$ cat config.mk
export PLATFORM = sky130hd
export DESIGN_NAME = plc_top
export DESIGN_NICKNAME = d
export VERILOG_FILES = /design/src/hdl/plc_pkg.sv /design/src/hdl/plc_dcmp.sv /design/src/hdl/plc_top.sv
export SDC_FILE = /design/constraint.sdc
export NUM_CORES = 2
export LEC_CHECK = 0
export BUFFER_PORTS_ARGS = -buffer_cell sky130_fd_sc_hd__buf_2
export CAP_MARGIN = 10
export CORE_ASPECT_RATIO = 0.9
export CORE_MARGIN = 3
export CORE_UTILIZATION = 59
export CTS_BUF_LIST = sky130_fd_sc_hd__clkbuf_4 sky130_fd_sc_hd__clkbuf_8
export DETAILED_ROUTE_END_ITERATION = 10
export PLACE_DENSITY = 0.79
export RECOVER_POWER = 25
export SETUP_SLACK_MARGIN = 0.1
export SLEW_MARGIN = 20
export SYNTH_ARGS = -nofsm -noshare
export SYNTH_HDL_FRONTEND = slang
export SYNTH_SLANG_ARGS = --single-unit
$ cat constraint.sdc
create_clock -name clk -period 5.6 [get_ports clk]
set_input_delay 1.68 -clock clk [delete_from_list [all_inputs] [get_ports clk]]
set_output_delay 1.68 -clock clk [all_outputs]
set_load 0.01 [all_outputs]
$ cat src/hdl/plc_pkg.sv
// Purpose: Shared constants, types and functions of the logic combiner.
// Assumes: 20 MHz clock, delays kept as counts of tenth-second ticks.
// Notes: Register addresses are word indexes on the plain register port.
package plc_pkg;

  // Timing.
  localparam int unsigned CLK_PERIOD_NS = 50;
  localparam int unsigned TICK_TIME_NS = 100000000;
  localparam int unsigned TICK_CYCLES = TICK_TIME_NS / CLK_PERIOD_NS;
  localparam int unsigned TICK_W = 22;

  // Delay counts in tenths, up to 9:59:59.9.
  localparam int unsigned DLY_W = 19;
  localparam logic [18:0] DLY_MAX = 19'h57e3f;

  // Register map.
  localparam int unsigned ADDR_W = 6;
  localparam logic [5:0] LF_CFG_BASE = 6'h00;
  localparam logic [5:0] LF_SRC_BASE = 6'h04;
  localparam logic [5:0] LF_VIEW_BASE = 6'h08;
  localparam logic [5:0] DC_SEL_BASE = 6'h0c;
  localparam logic [5:0] DC_SET_BASE = 6'h10;
  localparam logic [5:0] DC_CLR_BASE = 6'h14;
  localparam logic [5:0] DC_CNT_BASE = 6'h18;

  // Field positions.
  localparam int unsigned CFG_OP1_POS = 0;
  localparam int unsigned CFG_OP2_POS = 2;
  localparam int unsigned CFG_OP3_POS = 4;
  localparam int unsigned CFG_ORDER_POS = 6;
  localparam int unsigned VIEW_RESULT_POS = 7;
  localparam int unsigned SRC_FIELD_STRIDE = 8;

  // Logic input source codes.
  localparam logic [5:0] SRC_CA1 = 6'h00;
  localparam logic [5:0] SRC_CA2_N = 6'h03;
  localparam logic [5:0] SRC_CA3 = 6'h04;
  localparam logic [5:0] SRC_CA4 = 6'h06;
  localparam logic [4:0] SRC_LOGIC_PAIR = 5'h08;
  localparam logic [5:0] SRC_MAX = 6'h2b;

  // Digital comparator condition codes.
  localparam logic [2:0] DC_SRC_OPERATION = 3'h0;
  localparam logic [2:0] DC_SRC_DIGIN1 = 3'h1;
  localparam logic [2:0] DC_SRC_TRIP = 3'h2;
  localparam logic [2:0] DC_SRC_READY = 3'h3;

  typedef logic [18:0] plc_dly_t;
  typedef logic [5:0] plc_src_t;

  typedef enum logic [1:0] {
    OP_END = 2'h0,
    OP_AND = 2'h1,
    OP_OR = 2'h2,
    OP_XOR = 2'h3
  } plc_op_t;

  typedef enum logic [0:0] {
    ORD_CHAIN = 1'h0,
    ORD_PAIRS = 1'h1
  } plc_order_t;

  typedef enum logic [1:0] {
    DC_IDLE = 2'b00,
    DC_SETTING = 2'b01,
    DC_ACTIVE = 2'b11,
    DC_CLEARING = 2'b10
  } plc_dc_state_t;

  typedef struct packed {
    plc_order_t order;
    plc_op_t op3;
    plc_op_t op2;
    plc_op_t op1;
    plc_src_t [3:0] sel;
  } plc_lf_cfg_t;

  typedef struct packed {
    logic [2:0] sel;
    plc_dly_t set_dly;
    plc_dly_t clr_dly;
  } plc_dc_cfg_t;

  function automatic logic plc_op_apply(plc_op_t op, logic a, logic b);
    case (op)
      OP_AND: plc_op_apply = a & b;
      OP_OR: plc_op_apply = a | b;
      OP_XOR: plc_op_apply = a ^ b;
      default: plc_op_apply = a;
    endcase
  endfunction : plc_op_apply

  function automatic logic plc_pick_src(logic [21:0] vec, plc_src_t code);
    plc_pick_src = vec[code[5:1]] ^ code[0];
  endfunction : plc_pick_src

  function automatic logic plc_src_allowed(logic [1:0] lf, plc_src_t code);
    plc_src_allowed = (code <= SRC_MAX) &&
                      (code[5:1] != (SRC_LOGIC_PAIR + {3'h0, lf}));
  endfunction : plc_src_allowed

  function automatic plc_dly_t plc_clamp(logic [31:0] v);
    plc_clamp = (v > {13'h0, DLY_MAX}) ? DLY_MAX : v[18:0];
  endfunction : plc_clamp

endpackage : plc_pkg

$ cat src/hdl/plc_dcmp.sv
// Purpose: One digital comparator with set and clear delay timers.
// Assumes: tick is a one-cycle pulse every tenth of a second.
// Notes: Delays above the maximum are clamped before they arrive here.
`timescale 1ns/1ps
module plc_dcmp
  import plc_pkg::*;
(
  // Clock and control.
  input wire logic clk,
  input wire logic reset,
  input wire logic ce,
  input wire logic tick,
  // Condition and delays.
  input wire logic in_level,
  input wire plc_dly_t set_dly,
  input wire plc_dly_t clr_dly,
  // Result.
  output logic out_q,
  output plc_dly_t cnt_q
);

  plc_dc_state_t state_q;
  plc_dc_state_t state_d;
  plc_dly_t cnt_d;
  logic out_d;

  always_comb begin
    state_d = state_q;
    cnt_d = cnt_q;
    out_d = out_q;
    case (state_q)
      DC_IDLE: begin
        if (in_level) begin
          cnt_d = '0;
          if (set_dly == '0) begin
            state_d = DC_ACTIVE;
            out_d = 1'b1;
          end else begin
            state_d = DC_SETTING;
          end
        end
      end
      DC_SETTING: begin
        if (!in_level) begin
          state_d = DC_IDLE;
          cnt_d = '0;
        end else if (cnt_q >= set_dly) begin
          state_d = DC_ACTIVE;
          out_d = 1'b1;
          cnt_d = '0;
        end else if (tick) begin
          cnt_d = cnt_q + 19'h1;
        end
      end
      DC_ACTIVE: begin
        if (!in_level) begin
          cnt_d = '0;
          if (clr_dly == '0) begin
            state_d = DC_IDLE;
            out_d = 1'b0;
          end else begin
            state_d = DC_CLEARING;
          end
        end
      end
      DC_CLEARING: begin
        if (in_level) begin
          state_d = DC_ACTIVE;
          cnt_d = '0;
        end else if (cnt_q >= clr_dly) begin
          state_d = DC_IDLE;
          out_d = 1'b0;
          cnt_d = '0;
        end else if (tick) begin
          cnt_d = cnt_q + 19'h1;
        end
      end
      default: begin
        state_d = DC_IDLE;
        out_d = 1'b0;
        cnt_d = '0;
      end
    endcase
  end

  always_ff @(posedge clk) begin
    if (reset) begin
      state_q <= DC_IDLE;
      out_q <= 1'b0;
    end else if (ce) begin
      state_q <= state_d;
      out_q <= out_d;
    end
  end

  // The live count stays visible so software can watch a delay run out.
  always_ff @(posedge clk) begin
    if (reset) begin
      cnt_q <= '0;
    end else if (ce) begin
      cnt_q <= cnt_d;
    end
  end
endmodule : plc_dcmp

$ cat src/hdl/plc_top.sv
// Purpose: Four logic combiners and four delayed digital comparators.
// Assumes: All inputs are synchronous to clk; one register port master.
// Notes: Logic results are registered, so feedback between them is safe.
`timescale 1ns/1ps
module plc_top
  import plc_pkg::*;
#(
  parameter int unsigned TICK_CYC = TICK_CYCLES
) (
  // Clock and control.
  input wire logic clk,
  input wire logic reset,
  input wire logic ce,
  // Register port.
  input wire logic [5:0] addr,
  input wire logic [31:0] wdata,
  input wire logic wr,
  input wire logic rd,
  output logic [31:0] rdata_q,
  // Sources from the rest of the controller.
  input wire logic [3:0] analog_cmp_out,
  input wire logic [3:0] timer_out,
  input wire logic [3:0] flipflop_out,
  input wire logic [1:0] counter_out,
  input wire logic [7:0] dc_cond,
  // Results.
  output logic [3:0] digital_cmp_out,
  output logic [3:0] logic_result_q
);

  plc_lf_cfg_t [3:0] lf_cfg_q;
  plc_dc_cfg_t [3:0] dc_cfg_q;
  plc_dly_t [3:0] dc_cnt;
  logic [21:0] src_vec;
  logic [3:0][3:0] opnd;
  logic [3:0] eval_d;
  logic [TICK_W-1:0] tick_cnt_q;
  logic tick;

  // Tenth-second tick shared by all delay timers.
  assign tick = ce && (tick_cnt_q == TICK_W'(TICK_CYC - 1));

  always_ff @(posedge clk) begin
    if (reset) begin
      tick_cnt_q <= '0;
    end else if (ce) begin
      tick_cnt_q <= tick ? '0 : tick_cnt_q + 22'h1;
    end
  end

  // Source bank in code order, two codes per signal.
  assign src_vec = {counter_out, flipflop_out, timer_out,
                    logic_result_q, digital_cmp_out, analog_cmp_out};

  function automatic logic lf_eval(plc_lf_cfg_t c, logic [3:0] o);
    logic l;
    logic r;
    l = (c.op1 == OP_END) ? o[0] : plc_op_apply(c.op1, o[0], o[1]);
    if (c.order == ORD_PAIRS) begin
      r = (c.op3 == OP_END) ? o[2] : plc_op_apply(c.op3, o[2], o[3]);
      lf_eval = (c.op1 == OP_END || c.op2 == OP_END) ? l :
                plc_op_apply(c.op2, l, r);
    end else begin
      if (c.op1 != OP_END && c.op2 != OP_END) begin
        l = plc_op_apply(c.op2, l, o[2]);
        if (c.op3 != OP_END) begin
          l = plc_op_apply(c.op3, l, o[3]);
        end
      end
      lf_eval = l;
    end
  endfunction : lf_eval

  for (genvar n = 0; n < 4; n++) begin : g_lf
    for (genvar k = 0; k < 4; k++) begin : g_opnd
      assign opnd[n][k] = plc_pick_src(src_vec, lf_cfg_q[n].sel[k]);
    end
    assign eval_d[n] = lf_eval(lf_cfg_q[n], opnd[n]);
  end

  // One register stage breaks loops through the logic outputs.
  always_ff @(posedge clk) begin
    if (reset) begin
      logic_result_q <= '0;
    end else if (ce) begin
      logic_result_q <= eval_d;
    end
  end

  // Logic function configuration writes.
  always_ff @(posedge clk) begin
    if (reset) begin
      for (int n = 0; n < 4; n++) begin
        lf_cfg_q[n].order <= ORD_CHAIN;
        lf_cfg_q[n].op1 <= OP_AND;
        lf_cfg_q[n].op2 <= OP_AND;
        lf_cfg_q[n].op3 <= OP_AND;
        lf_cfg_q[n].sel[0] <= SRC_CA1;
        lf_cfg_q[n].sel[1] <= SRC_CA2_N;
        lf_cfg_q[n].sel[2] <= SRC_CA3;
        lf_cfg_q[n].sel[3] <= SRC_CA4;
      end
    end else if (ce && wr) begin
      for (int n = 0; n < 4; n++) begin
        if (addr == LF_CFG_BASE + 6'(n)) begin
          lf_cfg_q[n].op1 <= plc_op_t'(wdata[CFG_OP1_POS +: 2]);
          lf_cfg_q[n].op2 <= plc_op_t'(wdata[CFG_OP2_POS +: 2]);
          lf_cfg_q[n].op3 <= plc_op_t'(wdata[CFG_OP3_POS +: 2]);
          lf_cfg_q[n].order <= plc_order_t'(wdata[CFG_ORDER_POS]);
        end
        if (addr == LF_SRC_BASE + 6'(n)) begin
          // A refused field keeps its old code; the others still update.
          for (int k = 0; k < 4; k++) begin
            if (plc_src_allowed(2'(n),
                wdata[k*SRC_FIELD_STRIDE +: 6])) begin
              lf_cfg_q[n].sel[k] <= wdata[k*SRC_FIELD_STRIDE +: 6];
            end
          end
        end
      end
    end
  end

  // Digital comparator configuration writes.
  always_ff @(posedge clk) begin
    if (reset) begin
      for (int n = 0; n < 4; n++) begin
        dc_cfg_q[n].set_dly <= '0;
        dc_cfg_q[n].clr_dly <= '0;
      end
      dc_cfg_q[0].sel <= DC_SRC_OPERATION;
      dc_cfg_q[1].sel <= DC_SRC_DIGIN1;
      dc_cfg_q[2].sel <= DC_SRC_TRIP;
      dc_cfg_q[3].sel <= DC_SRC_READY;
    end else if (ce && wr) begin
      for (int n = 0; n < 4; n++) begin
        if (addr == DC_SEL_BASE + 6'(n)) begin
          dc_cfg_q[n].sel <= wdata[2:0];
        end
        if (addr == DC_SET_BASE + 6'(n)) begin
          dc_cfg_q[n].set_dly <= plc_clamp(wdata);
        end
        if (addr == DC_CLR_BASE + 6'(n)) begin
          dc_cfg_q[n].clr_dly <= plc_clamp(wdata);
        end
      end
    end
  end

  for (genvar n = 0; n < 4; n++) begin : g_dc
    plc_dcmp u_dcmp (
      .clk(clk),
      .reset(reset),
      .ce(ce),
      .tick(tick),
      .in_level(dc_cond[dc_cfg_q[n].sel]),
      .set_dly(dc_cfg_q[n].set_dly),
      .clr_dly(dc_cfg_q[n].clr_dly),
      .out_q(digital_cmp_out[n]),
      .cnt_q(dc_cnt[n])
    );
  end

  // Read port, data one cycle after the strobe; unmapped reads give zero.
  always_ff @(posedge clk) begin
    if (reset) begin
      rdata_q <= '0;
    end else if (ce) begin
      rdata_q <= '0;
      if (rd) begin
        for (int n = 0; n < 4; n++) begin
          if (addr == LF_CFG_BASE + 6'(n)) begin
            rdata_q <= {25'h0, lf_cfg_q[n].order, lf_cfg_q[n].op3,
                        lf_cfg_q[n].op2, lf_cfg_q[n].op1};
          end
          if (addr == LF_SRC_BASE + 6'(n)) begin
            rdata_q <= {2'h0, lf_cfg_q[n].sel[3], 2'h0, lf_cfg_q[n].sel[2],
                        2'h0, lf_cfg_q[n].sel[1], 2'h0, lf_cfg_q[n].sel[0]};
          end
          if (addr == LF_VIEW_BASE + 6'(n)) begin
            rdata_q <= {24'h0, logic_result_q[n], lf_cfg_q[n].order,
                        lf_cfg_q[n].op3, lf_cfg_q[n].op2, lf_cfg_q[n].op1};
          end
          if (addr == DC_SEL_BASE + 6'(n)) begin
            rdata_q <= {29'h0, dc_cfg_q[n].sel};
          end
          if (addr == DC_SET_BASE + 6'(n)) begin
            rdata_q <= {13'h0, dc_cfg_q[n].set_dly};
          end
          if (addr == DC_CLR_BASE + 6'(n)) begin
            rdata_q <= {13'h0, dc_cfg_q[n].clr_dly};
          end
          if (addr == DC_CNT_BASE + 6'(n)) begin
            rdata_q <= {13'h0, dc_cnt[n]};
          end
        end
      end
    end
  end

  // Helper for the checks below: any function pointing at itself.
  logic self_bad;
  always_comb begin
    self_bad = 1'b0;
    for (int n = 0; n < 4; n++) begin
      for (int k = 0; k < 4; k++) begin
        if (!plc_src_allowed(2'(n), lf_cfg_q[n].sel[k])) begin
          self_bad = 1'b1;
        end
      end
    end
  end
endmodule : plc_top

## Word level (Yosys, flattened, before mapping)

Cells that the tools add are included.
W data, S select, Z words.

| word-level totals | value |
|---|---|
| flip-flop bits (word level) | 434 |
| output and inout port bits | 40 |
| word-level logic and storage cells | 643 |

| operators by class | value |
|---|---|
| reduce and logical (&&, ||, !) cells | 107 |
| equal/unequal tests | 132 |
| add/subtract/negate cells | 5 |
| mux-type cells | 231 |
| bitwise gates (word level) | 76 |
| magnitude comparators | 33 |

Operator list:

| cell | number |
|---|---|
| $mux W32 | 28 |
| $mux W19 | 29 |
| $pmux W19 S4 | 4 |
| $ge A19 B19 Y1 | 8 |
| $logic_not A19 Y1 | 8 |
| $lt A5 B6 Y1 const B | 16 |
| $mux W1 | 88 |
| $bmux W1 S5 | 16 |
| $ne A5 B4 Y1 const B | 16 |
| $add A19 B1 Y19 const B | 4 |
| $eq A6 B5 Y1 const B | 12 |
| $eq A2 B2 Y1 const B | 32 |
| $mux W2 | 32 |
| $pmux W1 S3 | 20 |
| $reduce_and A3 Y1 | 20 |
| $eq A6 B4 Y1 const B | 8 |
| $ne A2 B1 Y1 const B | 24 |
| $reduce_and A9 Y1 | 4 |
| $xor A1 B1 Y1 | 36 |
| $eq A2 B1 Y1 const B | 16 |
| $gt A32 B19 Y1 const B | 1 |
| $logic_not A2 Y1 | 16 |
| $pmux W2 S4 | 4 |
| $reduce_and A2 Y1 | 16 |
| other kinds (21) | 126 |

## Depth between registers and ports, before layout

| logic depth | value |
|---|---|
| depth in word-level cells | 30 |
| mapped depth | 22 |
| depth with buffers taken out | 21 |

## Cells and area by module

From an unflattened synthesis, not the netlist that was laid out.

| unflattened totals | value |
|---|---|
| cell total of the unflattened synthesis | 3612 |
| area total of the unflattened synthesis | 30236.5 um^2 |

By module, submodules not included:

| module | times used | seq. area each (um^2) | area an instance (um^2) | cells each |
|---|---|---|---|---|
| plc_top | 1 | 6846.6 | 20852.5 | 2296 |
| plc_dcmp | 4 | 440.4 | 2346.0 | 329 |

## Worst setup path before layout

OpenSTA, ideal clock, no wires.

| timing | value |
|---|---|
| kind | input -> register |
| from | input analog_cmp_out[3] |
| to | register logic_result_q[2] |
| required time | 5468 ps |
| stages on the path | 17 |
| data arrival time | 5605 ps |
| setup slack | -137 ps |
| cell sequence | clkbuf_1 -> mux4_2 -> mux4_2 -> mux2i_1 -> xnor2_1 -> ha_1 -> mux4_2 -> ha_1 -> mux2i_1 -> a22oi_1 -> o31a_1 -> ha_1 -> mux4_2 -> o21ai_0 -> o21ai_0 -> a21oi_1 -> nor3_1 |

| on the way | value |
|---|---|
| word-level cells in the longest chain between the ends | 15 |

RTL lines:

| what | line | RTL |
|---|---|---|
| start, declared | plc_top.sv:21 | `input wire logic [3:0] analog_cmp_out,` |
| $bmux W1 S5 | plc_pkg.sv:94 | `plc_pick_src = vec[code[5:1]] ^ code[0];` |
| $mux W1 (not written as such) | plc_pkg.sv:94 |  |
| $xor A1 B1 Y1 | plc_pkg.sv:94 |  |
| $xor A1 B1 Y1 (tied with other cells) | plc_pkg.sv:88 | `OP_XOR: plc_op_apply = a ^ b;` |
| $pmux W1 S3 | plc_pkg.sv:85 | `case (op)` |
| $mux W1 | plc_top.sv:58 | `l = (c.op1 == OP_END) ? o[0] : plc_op_apply(c.op1, o[0], o[1]);` |
| $xor A1 B1 Y1 (tied with other cells) | plc_pkg.sv:88 |  |
| $pmux W1 S3 | plc_pkg.sv:85 |  |
| $mux W1 | plc_top.sv:64 | `if (c.op1 != OP_END && c.op2 != OP_END) begin` |
| $mux W1 | plc_top.sv:59 | `if (c.order == ORD_PAIRS) begin` |
| $xor A1 B1 Y1 (tied with other cells) | plc_pkg.sv:88 |  |
| $pmux W1 S3 | plc_pkg.sv:85 |  |
| $mux W1 | plc_top.sv:66 | `if (c.op3 != OP_END) begin` |
| $mux W1 | plc_top.sv:64 |  |
| $mux W1 (*) | plc_top.sv:59 |  |
| end signal, assigned | plc_top.sv:86 | `logic_result_q <= eval_d;` |
| end, declared | plc_top.sv:28 | `output logic [3:0] logic_result_q` |

Every way passes the cells marked *; elsewhere a longest branch is shown, timed or not. The select of a mux whose other input is x is not followed.
A chain may end at the register's enable or synchronous reset.

## Worst setup path in the final report

| timing | value |
|---|---|
| from | input flipflop_out[2] |
| to | register logic_result_q[0] |

| on the way | value |
|---|---|
| word-level cells in the longest chain between the ends | 15 |

RTL lines:

| what | line | RTL |
|---|---|---|
| start, declared | plc_top.sv:23 | `input wire logic [3:0] flipflop_out,` |
| $bmux W1 S5 | plc_pkg.sv:94 |  |
| $mux W1 (not written as such) | plc_pkg.sv:94 |  |
| $xor A1 B1 Y1 | plc_pkg.sv:94 |  |
| $xor A1 B1 Y1 (tied with other cells) | plc_pkg.sv:88 |  |
| $pmux W1 S3 | plc_pkg.sv:85 |  |
| $mux W1 | plc_top.sv:58 |  |
| $xor A1 B1 Y1 (tied with other cells) | plc_pkg.sv:88 |  |
| $pmux W1 S3 | plc_pkg.sv:85 |  |
| $mux W1 | plc_top.sv:64 |  |
| $mux W1 | plc_top.sv:59 |  |
| $xor A1 B1 Y1 (tied with other cells) | plc_pkg.sv:88 |  |
| $pmux W1 S3 | plc_pkg.sv:85 |  |
| $mux W1 | plc_top.sv:66 |  |
| $mux W1 | plc_top.sv:64 |  |
| $mux W1 (*) | plc_top.sv:59 |  |

Marked as above.

==> metrics <==
status=finished with violations; failing checks=max-capacitance violations, max-slew violations; Leak=0.0119 uW; post-synth cell types=80; endpoints failing setup=0; row count=76; area occupied by multi-input gates=19000 sq um; htree depth=3; Period minus WS final=5.40 ns; layout cells sized above 1=12.3%; register area=8610 sq um; async set-reset flop share out of synthesis=0%; Avg Cell Area, Syn=8.09 sq um; max_cap viols=4; Core Box Area=48500 sq um; RSZ-0062 raised after global routing=yes; gpl congestion=1.06; Worst Hold Class=reg -> reg; drt initial violations=4850; WL final=115000 um; crit path kind=in -> reg; worst slew pin tran=2.01 ns; Post-Synthesis Cells=3623; Die Span X=241 um; Synth top cells by count=465 x nor2_1, 430 x dfxtp_1, 383 x nand2_1; clk_skew=0.0334 ns; gr usage total=43.1%; gr ovfl total=0; CTS buffer count=75; Register-to-Register Path Depth=16; worst hold stages=2; critical path data arrival time=5.91 ns; fin util=66.4%; HPWL Detailed=85600 um; ys flop type=dfxtp_1; Power Density=223 nW/um^2; final hold viol count=0; CP endpoint kind=register; yosys warns=0; most common cell in the netlist=nor2_1; Startpoint Class=input pin; antenna-violating nets left=0; Most Frequent Cell on Critical Path=mux4_2; fmax=185 MHz; Synth top area share=29.4%; clk slew on worst S/H paths=0.06 ns; Boundary Pins=105; Synth-to-Final Area Change=9.87%; worst relative slew slack=-34.7%; ranking of synthesized cells by area=dfxtp_1 29%, ha_1 9.1%, mux4_2 8.6%; Final Slew Violations=61; Port Buffers=100; Fin Setup TNS=0 ns; Levels on crit path=17; number of vias per cell=6.87; TritonCTS clock tree=yes; drt pass-1 iters=9; CP max stage delay=0.52 ns; Die ar.=52400 sq um; DR WL/cell=26.4 um; Vias=29900; largest net degree at the start of global routing=194; DRC viols=0; Tcrit/Tclk final=96.5%; Initial Util=60.5%; CTS sink count=430; Filler Cells Inserted=4123; number of synthesized flops with an enable pin=0; first-pass GRT wire length=171000 um; Top delay family on crit path=multiplexers; maximum fanout along the worst path=10; WP buf/inv=1; Yosys reg bits=430; Layout Nets=3946; worst skew pair latency=0.68 ns; CTS Root Buffer Type=clkbuf_8; initial antenna violation count=4; worst path cell trace=clkbuf_4, mux4_2, mux4_2, a21oi_2, xnor2_2, ha_1, mux4_2, ha_4, mux2i_1, a22oi_1, o31a_1, ha_1, mux4_2, o21ai_1, o21ai_0, a21oi_1, nor3_1; clock buffer depth=3; Crit path required time=6.11 ns; post-synthesis cell area=29300 sq um; sequential-to-total area share from yosys stat=29.4%; Die Y-Extent=217 um; maximum vdd drop=0.194 mV; post-synth top area cell=dfxtp_1; vias in the first global route=27300; post-CTS setup repair buffer count=0; Crit-path slowest cell=mux4_2
==> tightest hold or removal path, stage by stage, from the launching register on <==
cell and delay [ns]:
dfxtp_1 0.33, nand2_1 0.04, o21ai_0 0.05
==> path summary, 6_finish.rpt <==
kind                        start                 to  slack, ns
setup reg to reg      lf_cfg_q[7]  logic_result_q[0]       0.51
setup / recovery  flipflop_out[2]  logic_result_q[0]       0.20
hold reg to reg        rdata_q[6]         rdata_q[6]       0.46
hold / removal         rdata_q[6]         rdata_q[6]       0.46
==> what timing repair did <==
item,4_1_cts,5_1_grt
hold buffers,0,0
setup endpoints to repair,0,4
resized for setup,0,16
==> placed cells by master, fill, tap and decap left out, types with 69 or more instances in the layout <==
| cell | instances |
|---|---|
| a211oi_1 | 129 |
| mux2i_1 | 128 |
| nand2_1 | 383 |
| a21oi_1 | 210 |
| dfxtp_1 | 430 |
| inv_1 | 241 |
| buf_4 | 95 |
| clkbuf_8 | 95 |
| o21ai_0 | 179 |
| nor2_1 | 460 |
| ha_1 | 209 |
| nor3_1 | 69 |
| mux4_2 | 112 |
==> cells by family after synthesis <==
logic type / share of synthesized area (%)
simple gates: 19.6
mux: 13.3
xor+xnor: 1.64
buf+inv: 6.40
fa+ha+maj: 9.09
other cells: 0.0128
flops: 29.4
compound gates: 20.6
==> flip-flops by register name, indices dropped and copies added, names as in the netlist <==
| name | flops |
|---|---|
| tick_cnt_q | 22 |
| rdata_q | 28 |
| g_dc.u_dcmp.cnt_q | 76 |
| dc_cfg_q | 164 |
| lf_cfg_q | 124 |
| g_dc.u_dcmp.out_q | 4 |
| logic_result_q | 4 |
| g_dc.u_dcmp.state_q | 8 |
==> report_power, final <==
group | switching (uW) | internal (uW)
clock network | 1380 | 1820
registers | 67.3 | 3080
logic | 520 | 305
==> layout make-up <==
cell class	instances	share of cell area, %
diodes	2	0.0155
well taps	624	2.42
clock inverters	17	0.602
clock buffers	112	4.45
multi-input cells	2707	58.9
inverters	245	2.85
flip-flops and latches	430	26.7
repair buffers	209	3.99
==> through the flow <==
step	total power, uW	std cells	hold slack (ns)	area, sq um	worst slack (ns)
after floorplan	3710	3626	0.449	29400	-0.0771
after global placement	3980	4215	0.435	30600	-0.402
after detailed placement	3990	4215	0.440	30600	-0.436
after CTS	7150	4344	0.454	32300	0.283
after global routing	7370	4346	0.497	32200	0.0766
final	7180	4346	0.456	32200	0.198
==> metal layers <==
metal,global-route usage [%],share of wire (%),vias up
met4,21.6,6.2,0
met1,59.4,39,13800
met3,18.0,17,446
met2,57.5,38,2337
li1,-,-,13200
met5,0.379,0,-
Note: power is estimated with default switching activity, not from simulation.
